`src/rtl/vwc_pkg.sv`:
```
package vwc_pkg;

  // Local I/O register offsets.
  localparam logic [15:0] OFS_STD_WINDOW_UPPER_ADDR = 16'h0141;
  localparam logic [15:0] OFS_EXT_ADDR_AND_MODIFIER = 16'h0142;
  localparam logic [15:0] OFS_IRQ_LEVEL_ENABLE = 16'h0147;
  localparam logic [15:0] OFS_SYSTEM_CONDITION_ENABLE = 16'h0148;
  localparam logic [15:0] OFS_CONDITION_CLEAR_HOLD = 16'h0149;
  localparam logic [15:0] OFS_ACK_DONE_VECTOR = 16'h014B;
  localparam logic [15:0] OFS_SYSTEM_CONDITION_STATUS = 16'h014C;

  // Condition bit positions shared by enable, clear-hold and status bytes.
  localparam int BIT_SYS_FAILURE = 7;
  localparam int BIT_SOFTWARE_NMI = 5;
  localparam int BIT_AC_FAILURE = 4;
  localparam int BIT_BUS_ERROR = 3;
  localparam int BIT_VME_IRQ = 2;
  localparam int BIT_ACK_DONE = 0;

  // Writable bit masks; all other bits are reserved and read as zero.
  localparam logic [7:0] MASK_IRQ_LEVEL_ENABLE = 8'h7F;
  localparam logic [7:0] MASK_SYSTEM_CONDITION_ENABLE = 8'h9D;
  localparam logic [7:0] MASK_CONDITION_CLEAR_HOLD = 8'h29;
  localparam logic [15:0] MASK_EXT_ADDR_AND_MODIFIER = 16'hFF3F;

  // Values after reset; the undefined registers come up as zero here.
  localparam logic [7:0] RST_STD_WINDOW_UPPER_ADDR = 8'h00;
  localparam logic [15:0] RST_EXT_ADDR_AND_MODIFIER = 16'h0000;
  localparam logic [7:0] RST_IRQ_LEVEL_ENABLE = 8'h00;
  localparam logic [7:0] RST_SYSTEM_CONDITION_ENABLE = 8'h00;
  localparam logic [7:0] RST_CONDITION_CLEAR_HOLD = 8'h00;
  localparam logic [7:0] RST_ACK_DONE_VECTOR = 8'h00;

  // Pin synchroniser depth.
  localparam int SYNC_STAGES = 3;

  // Address-modifier classes.
  typedef enum {
    AM_EXTENDED,
    AM_STANDARD,
    AM_SHORT,
    AM_USER
  } vwc_am_class_t;

endpackage : vwc_pkg

```
`src/rtl/vwc_window_ctrl.sv`:
```
// What this block does
// Bus access enable clear: no bus transfers, no bus-driven CPU interrupts.
// Failure line release bit always controls the failure line.
// Drive bus reset from front panel if controller; else obey bus reset.
// Write-only byte at 0x141 holds address bits A16-A23 for real window.
// Standard byte used only in real window with 24-bit or wider modifier.
// Short modifier accesses expose the whole short space without that byte.
// Protected window maps 24 address bits directly from CPU address.
// Word register at 0x142 holds A31-A24 and modifier; byte writes ignored.
// Stored modifier bits drive AM5-AM0 unchanged and select cycle class.
// Software loads a valid modifier code before using the bus.
// Extended byte drives A24-A31, selecting the protected window segment.
// Real window 32-bit accesses combine standard and extended bytes.
// Byte at 0x147 enables IRQ1-7 individually; cleared on reset.
// Highest pending enabled level acknowledged first, level 7 highest.
// Byte at 0x148 holds group enables; cleared on reset.
// Bus error latched on error cycle or timeout, forwarded if enabled.
// IRQ lines reach CPU only with group and individual enable set.
// Acknowledge-done raised on handler acknowledge, forwarded if enabled.
// Byte at 0x149: zero bit clears and holds off its latched condition.
// Polling software masks, polls, clears then re-arms the clear bit.
// Byte at 0x14B holds the acknowledge-done vector, no bus cycle.
// Reading 0x14C returns raw conditions even when group-masked; the IRQ bit counts only level-enabled IRQs.
// Any write to 0x14C raises the software NMI condition.
// NMI output is the OR of the enabled system failure, AC failure, bus error and acknowledge-done conditions plus software NMI.
// Reserved bits read zero and writes to them are ignored.
`timescale 1ns/1ps

module vwc_window_ctrl
  import vwc_pkg::*;
#(
  parameter int NUM_IRQ = 7
) (
  // Clock and reset
  input wire logic clk,
  input wire logic rst_b,
  // Local I/O port from the CPU
  input wire logic [15:0] ioAddr,
  input wire logic ioWrStb,
  input wire logic ioRdStb,
  input wire logic ioWordAccess,
  input wire logic [15:0] ioWrData,
  output logic [7:0] ioRdData_q,
  output logic ioRdValid_q,
  // Global controls from the access control logic
  input wire logic busAccessEnable,
  input wire logic failureLineRelease,
  // Window access requests from the CPU
  input wire logic winReq,
  input wire logic winProtected,
  input wire logic [23:0] cpuAddr,
  output logic vmeCycleStart_q,
  output logic winRefused_q,
  output logic [31:0] vmeAddr_q,
  output logic [5:0] vmeAm_q,
  // Bus-side events from the same clock domain
  input wire logic berrCycle,
  input wire logic busTimeout,
  input wire logic ackDone,
  output logic [7:0] ackDoneVector_q,
  // Bus pins and board straps
  input wire logic [NUM_IRQ:1] irqIn_b,
  input wire logic sysFailIn_b,
  input wire logic acFailIn_b,
  input wire logic sysResetIn_b,
  input wire logic frontPanelReset_b,
  input wire logic sysController,
  output logic sysFailOut_q,
  output logic sysFailOe_b_q,
  output logic sysResetOut_q,
  output logic sysResetOe_b_q,
  output logic localResetReq_q,
  // CPU interrupt outputs
  output logic cpuNmi_q,
  output logic irqAckReq_q,
  output logic [2:0] irqAckLevel_q
);

  localparam int NSYNC = NUM_IRQ + 5;
  // Reset shows every pin at its idle level, so no phantom bus reset or IRQ follows reset.
  localparam logic [NSYNC-1:0] PIN_IDLE = {{NUM_IRQ{1'b1}}, 4'hF, 1'b0};

  generate
    if (NUM_IRQ != 7) begin : g_bad_irq
      $error("vwc_window_ctrl supports exactly seven interrupt levels");
    end
  endgenerate

  function automatic logic regHit(input logic [15:0] addr, input logic [15:0] ofs);
    regHit = (addr == ofs);
  endfunction : regHit

  function automatic vwc_am_class_t amClass(input logic [5:0] am);
    if (am[5:4] == 2'b00) begin
      amClass = AM_EXTENDED;
    end else if (am[5:4] == 2'b11) begin
      amClass = AM_STANDARD;
    end else if (am[5:3] == 3'b101) begin
      amClass = AM_SHORT;
    end else begin
      amClass = AM_USER;
    end
  endfunction : amClass

  function automatic logic [2:0] highestLevel(input logic [NUM_IRQ:1] pend);
    logic [2:0] lvl;
    lvl = 3'h0;
    for (int i = 1; i <= NUM_IRQ; i++) begin
      if (pend[i]) begin
        lvl = 3'(i);
      end
    end
    highestLevel = lvl;
  endfunction : highestLevel

  // Register storage.
  logic [7:0] stdWindowUpperAddr_q;
  logic [15:0] extAddrAndModifier_q;
  logic [7:0] irqLevelEnable_q;
  logic [7:0] systemConditionEnable_q;
  logic [7:0] conditionClearHold_q;

  // Pin synchroniser: stage one feeds stage two only.
  logic [NSYNC-1:0] pinRaw;
  logic [NSYNC-1:0] syncS1_q;
  logic [NSYNC-1:0] syncS2_q;
  logic [NSYNC-1:0] syncS3_q;
  logic [NSYNC-1:0] pinStable_q;

  assign pinRaw = {irqIn_b, sysFailIn_b, acFailIn_b, sysResetIn_b,
                   frontPanelReset_b, sysController};

  always_ff @(posedge clk or negedge rst_b) begin
    if (!rst_b) begin
      syncS1_q <= PIN_IDLE;
      syncS2_q <= PIN_IDLE;
      syncS3_q <= PIN_IDLE;
    end else begin
      syncS1_q <= pinRaw;
      syncS2_q <= syncS1_q;
      syncS3_q <= syncS2_q;
    end
  end

  // A pin change counts once the second and third stages agree.
  always_ff @(posedge clk or negedge rst_b) begin
    if (!rst_b) begin
      pinStable_q <= PIN_IDLE;
    end else begin
      for (int i = 0; i < NSYNC; i++) begin
        if (syncS2_q[i] == syncS3_q[i]) begin
          pinStable_q[i] <= syncS3_q[i];
        end
      end
    end
  end

  logic [NUM_IRQ:1] irqActive;
  logic sysFailActive;
  logic acFailActive;
  logic sysResetActive;
  logic frontPanelActive;
  logic isController;

  assign irqActive = ~pinStable_q[NSYNC-1 -: NUM_IRQ];
  assign sysFailActive = ~pinStable_q[4];
  assign acFailActive = ~pinStable_q[3];
  assign sysResetActive = ~pinStable_q[2];
  assign frontPanelActive = ~pinStable_q[1];
  assign isController = pinStable_q[0];

  logic wrStd;
  logic wrExt;
  logic wrIrqEn;
  logic wrGrpEn;
  logic wrClr;
  logic wrVec;
  logic wrSoft;

  assign wrStd = ioWrStb && regHit(ioAddr, OFS_STD_WINDOW_UPPER_ADDR);
  // word-only write
  assign wrExt = ioWrStb && ioWordAccess && regHit(ioAddr, OFS_EXT_ADDR_AND_MODIFIER);
  assign wrIrqEn = ioWrStb && regHit(ioAddr, OFS_IRQ_LEVEL_ENABLE);
  assign wrGrpEn = ioWrStb && regHit(ioAddr, OFS_SYSTEM_CONDITION_ENABLE);
  assign wrClr = ioWrStb && regHit(ioAddr, OFS_CONDITION_CLEAR_HOLD);
  assign wrVec = ioWrStb && regHit(ioAddr, OFS_ACK_DONE_VECTOR);
  assign wrSoft = ioWrStb && regHit(ioAddr, OFS_SYSTEM_CONDITION_STATUS);

  always_ff @(posedge clk or negedge rst_b) begin
    if (!rst_b) begin
      stdWindowUpperAddr_q <= RST_STD_WINDOW_UPPER_ADDR;
      extAddrAndModifier_q <= RST_EXT_ADDR_AND_MODIFIER;
      ackDoneVector_q <= RST_ACK_DONE_VECTOR;
    end else begin
      // standard address byte
      if (wrStd) begin
        stdWindowUpperAddr_q <= ioWrData[7:0];
      end
      // extended and modifier
      if (wrExt) begin
        extAddrAndModifier_q <= ioWrData & MASK_EXT_ADDR_AND_MODIFIER;
      end
      // local vector store
      if (wrVec) begin
        ackDoneVector_q <= ioWrData[7:0];
      end
    end
  end

  always_ff @(posedge clk or negedge rst_b) begin
    if (!rst_b) begin
      irqLevelEnable_q <= RST_IRQ_LEVEL_ENABLE;
      systemConditionEnable_q <= RST_SYSTEM_CONDITION_ENABLE;
      conditionClearHold_q <= RST_CONDITION_CLEAR_HOLD;
    end else begin
      // level enables
      if (wrIrqEn) begin
        irqLevelEnable_q <= ioWrData[7:0] & MASK_IRQ_LEVEL_ENABLE;
      end
      // group enables
      if (wrGrpEn) begin
        systemConditionEnable_q <= ioWrData[7:0] & MASK_SYSTEM_CONDITION_ENABLE;
      end
      // clear-hold bits
      if (wrClr) begin
        conditionClearHold_q <= ioWrData[7:0] & MASK_CONDITION_CLEAR_HOLD;
      end
    end
  end

  // Latched conditions. A zero hold bit beats a simultaneous event.
  logic softNmiLat_q;
  logic busErrorLat_q;
  logic ackDoneLat_q;

  always_ff @(posedge clk or negedge rst_b) begin
    if (!rst_b) begin
      softNmiLat_q <= 1'b0;
      busErrorLat_q <= 1'b0;
      ackDoneLat_q <= 1'b0;
    end else begin
      // hold off cleared
      if (!conditionClearHold_q[BIT_SOFTWARE_NMI]) begin
        softNmiLat_q <= 1'b0;
      end else if (wrSoft) begin
        // any write raises
        softNmiLat_q <= 1'b1;
      end
      if (!conditionClearHold_q[BIT_BUS_ERROR]) begin
        busErrorLat_q <= 1'b0;
      end else if (busAccessEnable && (berrCycle || busTimeout)) begin
        // error or timeout
        busErrorLat_q <= 1'b1;
      end
      if (!conditionClearHold_q[BIT_ACK_DONE]) begin
        ackDoneLat_q <= 1'b0;
      end else if (busAccessEnable && ackDone) begin
        // acknowledge done
        ackDoneLat_q <= 1'b1;
      end
    end
  end

  // both enables gate
  logic [NUM_IRQ:1] irqPending;
  logic [NUM_IRQ:1] irqLevelMask;
  assign irqLevelMask = irqLevelEnable_q[NUM_IRQ-1:0];
  assign irqPending = irqActive & irqLevelMask
                      & {NUM_IRQ{busAccessEnable && systemConditionEnable_q[BIT_VME_IRQ]}};

  // raw condition byte
  logic [7:0] rawStatus;
  always_comb begin
    rawStatus = 8'h00;
    rawStatus[BIT_SYS_FAILURE] = sysFailActive;
    rawStatus[BIT_SOFTWARE_NMI] = softNmiLat_q;
    rawStatus[BIT_AC_FAILURE] = acFailActive;
    rawStatus[BIT_BUS_ERROR] = busErrorLat_q;
    rawStatus[BIT_VME_IRQ] = |(irqActive & irqLevelMask);
    rawStatus[BIT_ACK_DONE] = ackDoneLat_q;
  end

  // reserved read zero
  logic [7:0] rdMux;
  always_comb begin
    rdMux = 8'h00;
    if (regHit(ioAddr, OFS_IRQ_LEVEL_ENABLE)) begin
      rdMux = irqLevelEnable_q;
    end else if (regHit(ioAddr, OFS_SYSTEM_CONDITION_ENABLE)) begin
      rdMux = systemConditionEnable_q;
    end else if (regHit(ioAddr, OFS_CONDITION_CLEAR_HOLD)) begin
      rdMux = conditionClearHold_q;
    end else if (regHit(ioAddr, OFS_ACK_DONE_VECTOR)) begin
      rdMux = ackDoneVector_q;
    end else if (regHit(ioAddr, OFS_SYSTEM_CONDITION_STATUS)) begin
      rdMux = rawStatus;
    end
  end

  always_ff @(posedge clk or negedge rst_b) begin
    if (!rst_b) begin
      ioRdData_q <= 8'h00;
      ioRdValid_q <= 1'b0;
    end else begin
      ioRdValid_q <= ioRdStb;
      if (ioRdStb) begin
        ioRdData_q <= rdMux;
      end
    end
  end

  // Window address formation.
  logic [7:0] extUpper;
  logic [5:0] amCode;
  logic [31:0] addrNext;
  assign extUpper = extAddrAndModifier_q[15:8];
  assign amCode = extAddrAndModifier_q[5:0];

  always_comb begin
    addrNext = {extUpper, 8'h00, cpuAddr[15:0]};
    if (winProtected) begin
      // direct 24 bits, R11 segment select
      addrNext = {extUpper, cpuAddr};
    end else begin
      case (amClass(amCode))
        // combined upper bits
        AM_EXTENDED: addrNext = {extUpper, stdWindowUpperAddr_q, cpuAddr[15:0]};
        // standard byte applied
        AM_STANDARD: addrNext = {extUpper, stdWindowUpperAddr_q, cpuAddr[15:0]};
        // whole short space
        AM_SHORT: addrNext = {extUpper, 8'h00, cpuAddr[15:0]};
        AM_USER: addrNext = {extUpper, 8'h00, cpuAddr[15:0]};
        default: addrNext = {extUpper, 8'h00, cpuAddr[15:0]};
      endcase
    end
  end

  always_ff @(posedge clk or negedge rst_b) begin
    if (!rst_b) begin
      vmeCycleStart_q <= 1'b0;
      winRefused_q <= 1'b0;
      vmeAddr_q <= 32'h0000_0000;
      vmeAm_q <= 6'h00;
    end else begin
      // no transfers when disabled
      vmeCycleStart_q <= winReq && busAccessEnable;
      winRefused_q <= winReq && !busAccessEnable;
      if (winReq && busAccessEnable) begin
        vmeAddr_q <= addrNext;
        // modifier unchanged
        vmeAm_q <= amCode;
      end
    end
  end

  always_ff @(posedge clk or negedge rst_b) begin
    if (!rst_b) begin
      sysFailOut_q <= 1'b0;
      sysFailOe_b_q <= 1'b0;
      sysResetOut_q <= 1'b0;
      sysResetOe_b_q <= 1'b1;
      localResetReq_q <= 1'b0;
    end else begin
      // failure line control
      sysFailOut_q <= 1'b0;
      sysFailOe_b_q <= failureLineRelease;
      // reset drive or obey
      sysResetOut_q <= 1'b0;
      sysResetOe_b_q <= !(isController && frontPanelActive);
      localResetReq_q <= !isController && sysResetActive;
    end
  end

  // combined NMI
  logic nmiNext;
  assign nmiNext =
      (systemConditionEnable_q[BIT_SYS_FAILURE] && busAccessEnable && sysFailActive)
      || (systemConditionEnable_q[BIT_AC_FAILURE] && busAccessEnable && acFailActive)
      || (systemConditionEnable_q[BIT_BUS_ERROR] && busErrorLat_q)
      || (systemConditionEnable_q[BIT_ACK_DONE] && ackDoneLat_q)
      || softNmiLat_q;

  always_ff @(posedge clk or negedge rst_b) begin
    if (!rst_b) begin
      cpuNmi_q <= 1'b0;
      irqAckReq_q <= 1'b0;
      irqAckLevel_q <= 3'h0;
    end else begin
      cpuNmi_q <= nmiNext;
      irqAckReq_q <= |irqPending;
      // highest level first
      irqAckLevel_q <= highestLevel(irqPending);
    end
  end

endmodule : vwc_window_ctrl

```
`config.mk`:
```
export PLATFORM = sky130hd
export DESIGN_NAME = vwc_window_ctrl
export DESIGN_NICKNAME = d
export VERILOG_FILES = /design/src/rtl/vwc_pkg.sv /design/src/rtl/vwc_window_ctrl.sv
export SDC_FILE = /design/constraint.sdc
export NUM_CORES = 1
export LEC_CHECK = 0
export BUFFER_PORTS_ARGS = -buffer_cell sky130_fd_sc_hd__buf_2
export CORE_MARGIN = 2
export CORE_UTILIZATION = 35
export DETAILED_ROUTE_END_ITERATION = 7
export SLEW_MARGIN = 10
export SYNTH_ARGS = -nofsm -noshare
export SYNTH_HDL_FRONTEND = slang
export SYNTH_SLANG_ARGS = --single-unit
export TNS_END_PERCENT = 100
```
`constraint.sdc`:
```
create_clock -name clk -period 4.9 [get_ports clk]
set_input_delay 0 -clock clk [delete_from_list [all_inputs] [get_ports clk]]
set_output_delay 0 -clock clk [all_outputs]
set_load 0.02 [all_outputs]
```
# Yosys cells after proc, flatten, opt, wreduce, memory -nomap -nowiden
# Index checks and enable logic that the tools add are counted.
# word_totals
in_bits,80
ff_bits,153
output_inout_bits,67
word_cells,126
# op_classes
eq_ne,25
n_mux,24
bitwise_logic,7
reduce_logical,34
# ops
op,count
$eq A16 B9 Y1 const B,7
$mux W24,2
$mux W8,5
$eq A32 B1 Y1 const B,1
$logic_not A32 Y1,1
$mux W32,1
$logic_and A1 B1 Y1,21
$mux W3,6
$and A7 B7 Y7,2
$reduce_or A7 Y1,2
$eq A1 B1 Y1,12
$mux W1,8
$not A7 Y7,1
$ne A2 B1 Y1 const B,3
$logic_or A1 B1 Y1,5
$mux W2,2
$not A1 Y1,4
$eq A3 B3 Y1 const B,1
$logic_not A1 Y1,3
$eq A2 B2 Y1 const B,1
$logic_not A2 Y1,1
$reduce_or A2 Y1,1

# Logic depth before layout (Yosys ltp)
# logic_depth
depth_word,10
mapped_depth,6
depth_no_buf,5

# Worst setup path after synthesis
# No wires, ideal clock.
# synth_path
path_kind,register -> register
startpoint,register pinStable_q[11]
endpoint,register ioRdData_q[2]
arrival_time_ns,1.593
n_path_buf,0
period_less_slack_ns,1.722
setup_time_ns,0.129
path_stages_with_launch,6
path_slack_ns,3.178
required_time_ns,4.771
path_cell_list,dfstp_2 nor2b_1 nor4_1 or3b_1 a221oi_1 o31ai_1
# synth_via
elab_chain_len,8
# synth_lines
element,line_no,rtl
start: declaration,vwc_window_ctrl.sv:128,logic [NSYNC-1:0] pinStable_q;
start signal: indexed assignment,vwc_window_ctrl.sv:152,pinStable_q[i] <= syncS3_q[i];
$not A7 Y7,vwc_window_ctrl.sv:165,assign irqActive = ~pinStable_q[NSYNC-1 -: NUM_IRQ];
$and A7 B7 Y7,vwc_window_ctrl.sv:279,rawStatus[BIT_VME_IRQ] = |(irqActive & irqLevelMask);
$reduce_or A7 Y1,vwc_window_ctrl.sv:279,
$mux W8,vwc_window_ctrl.sv:295,"end else if (regHit(ioAddr, OFS_SYSTEM_CONDITION_STATUS)) begin"
$mux W8,vwc_window_ctrl.sv:293,"end else if (regHit(ioAddr, OFS_ACK_DONE_VECTOR)) begin"
$mux W8,vwc_window_ctrl.sv:291,"end else if (regHit(ioAddr, OFS_CONDITION_CLEAR_HOLD)) begin"
$mux W8,vwc_window_ctrl.sv:289,"end else if (regHit(ioAddr, OFS_SYSTEM_CONDITION_ENABLE)) begin"
$mux W8,vwc_window_ctrl.sv:287,"if (regHit(ioAddr, OFS_IRQ_LEVEL_ENABLE)) begin"
end signal: assignment,vwc_window_ctrl.sv:307,ioRdData_q <= rdMux;
end: declaration,vwc_window_ctrl.sv:43,"output logic [7:0] ioRdData_q,"
# Every way passes these cells.
# A chain may end at the register's enable or synchronous reset.

# Final worst setup path
# layout_path
startpoint,input ioAddr[9]
endpoint,register stdWindowUpperAddr_q[4]
# layout_via
elab_chain_len,2
# layout_lines
element,line_no,rtl
start: declaration,vwc_window_ctrl.sv:38,"input wire logic [15:0] ioAddr,"
$eq A16 B9 Y1,vwc_window_ctrl.sv:90,regHit = (addr == ofs);
$logic_and A1 B1 Y1,vwc_window_ctrl.sv:180,"assign wrStd = ioWrStb && regHit(ioAddr, OFS_STD_WINDOW_UPPER_ADDR);"
end signal: assignment,vwc_window_ctrl.sv:197,stdWindowUpperAddr_q <= ioWrData[7:0];
end: declaration,vwc_window_ctrl.sv:117,logic [7:0] stdWindowUpperAddr_q;
# Every way passes these cells.

==> flow_summary.yaml <==
sta:
  period_share_pct: 44.4
  skew_ns: 0.00998
  maxSlewHeadroom_pct: 32.6
  slew_viol_final: 0
  setup_viol: 0
  fin_setup_tns_ns: 0
  rsz0062_at_grt: "false"
  final.min_clock_period_ns: 2.18
  hold_viol_final: 0
  worst_pin_slew_ns: 1.01
  max_clock_freq_mhz: 459
floorplan:
  initial_core_util_pct: 35.4
  die_area_um2: 17600
  fp.dieH_um: 133
  num_io_pins: 147
  fp.dieW_um: 133
  core_area_um2: 16300
  num_rows: 47
detailed_routing:
  drt_iter0_drc: 131
  drt_first_pass_iters: 4
  via_per_inst: 4.67
  num_vias: 3947
  ant_nets: 0
  wire_per_inst_um: 16.3
  drc: 0
  routed_wl_um: 13700
yosys:
  syn_area_um2: 5790
  synthDistinctLibCells: 52
  synthMuxAreaShare_pct: 14.6
  synth_async_sr_flop_share_pct: 100
  synth_edf_count: 0
  synth_top_family_by_area: "multiplexers"
  synth-xor-area-share_pct: 0.151
  yosys.area_share.adder_pct: 2.07
  yosys.area_share.simple_pct: 7.65
  synth_seq_cells: 153
  synth_area_per_cell_um2: 14.6
  yosysSeqAreaShare_pct: 67.1
  netlist.area_leader.share_pct: 46.7
  syn_inst: 396
  yosys_most_used_dff: "dfrtp_1"
  yosysWarningCount: 0
  yosys-top-cells-area: "dfrtp_1 47%, dfstp_2 20%, mux2_2 15%"
  synth-compound-area-share_pct: 6.48
  yosysTopAreaCell: "dfrtp_1"
clock_network:
  clk_pin_slew_ns: 0.06
  htreeDepth: 4
  clkSinkCount: 153
  cts_root_buf: "clkbuf_16"
  post_cts_buffers: 0
  cts_buffer_depth: 2
  clkLatencyLatePin_ns: 0.42
  cts_tree: "built"
  cts_buffers: 17
layout:
  final_net_count: 692
  finalCoreUtilization_pct: 48.8
  layout_common_cells: "143 x buf_2, 108 x dfrtp_1, 75 x mux2_2"
  syn2layout_area_growth_pct: 37.8
  final_area_um2: 7980
  drive_gt1_share_pct: 49.0
  diodes: 0
  final_common_cell: "buf_2"
pwr:
  power.internal_w: 0.00223
  p_switching_w: 0.000700
  pwr-share-clk_pct: 44.8
  p_sw_share_pct: 23.9
  p_per_area_nw_per_um2: 367
  power_frac_comb_pct: 8.6
  power_leakage_nw: 3.84
  seq_power_share_pct: 46.6
  vdd_drop_max_mv: 0.219
worst_hold_path:
  hold_path.class: "input pin to flop"
  min_delay_path_depth: 3
  min_from: "winProtected"
  worstHoldEndpoint: "vmeAddr_q[21]$_DFFE_PN0P_"
grt:
  grt_pass1_wl_um: 22300
  grtUsageTotal_pct: 16.4
  grt_antenna_before_repair: 0
  grt_max_degree: 112
  grt-ovfl-total: 0
  grt_pass1_vias: 4314
critical_path:
  crit_required_ns: 5.20
  r2r_setup_slack_ns: 3.02
  crit_fanout: 12
  critPathArrivalTime_ns: 2.47
  r2r-start: "pinStable_q[11]$_DFFE_PN1N_"
  crit_type: "input pin to flop"
  endpoint_kind: "flop"
  rr_worst_depth: 5
  startpoint_type: "input pin"
  startpoint: "ioAddr[9]"
  rr_endpoint: "ioRdData_q[2]$_DFFE_PN0P_"
placement:
  io_buffers: 144
  place_area_um2: 6730
  post-dp-hpwl_um: 9230
  finalWeightedCongestion: 0.780
job:
  cap_violations: 0
status:
  status: "complete, no violations"
## how the worst max path moves through the flow
stage / end / slack [ns] / cells after the start
2_1_floorplan: ioRdData_q[2]$_DFFE_PN0P_ / 3.18 / 5
3_3_place_gp: stdWindowUpperAddr_q[3]$_DFFE_PN0P_ / 2.91 / 5
3_5_place_dp: stdWindowUpperAddr_q[4]$_DFFE_PN0P_ / 2.83 / 5
4_1_cts: stdWindowUpperAddr_q[4]$_DFFE_PN0P_ / 2.73 / 6
5_1_grt: stdWindowUpperAddr_q[4]$_DFFE_PN0P_ / 2.63 / 6
6_report: stdWindowUpperAddr_q[4]$_DFFE_PN0P_ / 2.72 / 6
## cells in the mapped netlist, types with 2 or more instances
master and number:
a22o_1 2, nor3_1 2, nor2_1 12, a31oi_1 4, o21ai_0 15, maj3_1 12
o2bb2ai_1 3, nand2_1 23, a2bb2oi_1 3, mux2_2 75, clkbuf_1 6, a221oi_1 2
buf_4 3, a22oi_1 8, nand4_1 2, dfstp_2 45, inv_1 9, buf_2 4
o22ai_1 2, nand3_1 7, a21oi_1 4, nand2b_1 5, dfrtp_1 108, o21a_1 3
nor2b_1 10
## layer usage
metal / global-route usage [%] / part of all wire (%)
met5: 0 / 0
met4: 6.15 / 1.4
met3: 3.83 / 3.5
met2: 27.5 / 51
met1: 20.6 / 44
## per-stage QoR
stage	instances	hold WS [ns]	worst slack (ns)	total power, W
floorplan	397	-0.296	3.18	0.00149
global placement	748	0.105	2.91	0.00160
detailed placement	748	0.106	2.83	0.00160
CTS	845	0.0170	2.73	0.00297
global route	845	0.0407	2.63	0.00305
finish	845	0.0436	2.72	0.00293
## critical path, cell delays in order
cell	delay, ns
dlygate4sd3_1	0.53
buf_2	0.13
nor4b_4	0.39
and3_1	0.52
and4bb_1	0.50
mux2_2	0.39
## area by class of cell
type | instances | area [µm²]
inverter | 9 | 33.8
timing repair buffer | 210 | 1390
clock buffer | 21 | 493
clock inverter | 11 | 108
tap | 220 | 275
sequential | 153 | 3880
multi-input combinational | 221 | 1800
fill | 1494 | 8370
## cells by family after synthesis
kind of cell               Yosys count
AOI/OAI and AO/OA                   55
xor gates and xnor gates             1
adders and majority gates           12
buffers and inverters               23
DFF                                153
muxes                               75
other                                1
and+or+nand+nor                     76
## sequential cells by signal, summed over array words and instances (netlist names), 3 cells and up
name,cells
conditionClearHold_q,3
syncS1_q,12
vmeAddr_q,32
pinStable_q,12
irqLevelEnable_q,7
stdWindowUpperAddr_q,8
ackDoneVector_q,8
syncS2_q,12
ioRdData_q,8
systemConditionEnable_q,5
vmeAm_q,6
irqAckLevel_q,3
extAddrAndModifier_q,14
syncS3_q,12
## power groups by stage
stage	Sequential (W)	Combinational, W	Clock (W)
after global placement	0.00139	0.000212	0
after detailed placement	0.00139	0.000215	0
final	0.00137	0.000252	0.00131
after floorplan	0.00142	0.0000641	0
after global routing	0.00137	0.000275	0.00140
after CTS	0.00137	0.000256	0.00135
## timing repair
item,4_1_cts,5_1_grt
gates resized for setup,0,0
endpoints found under the hold margin,161,0
hold buffers,65,0
Power figures use the tool's default switching activity.
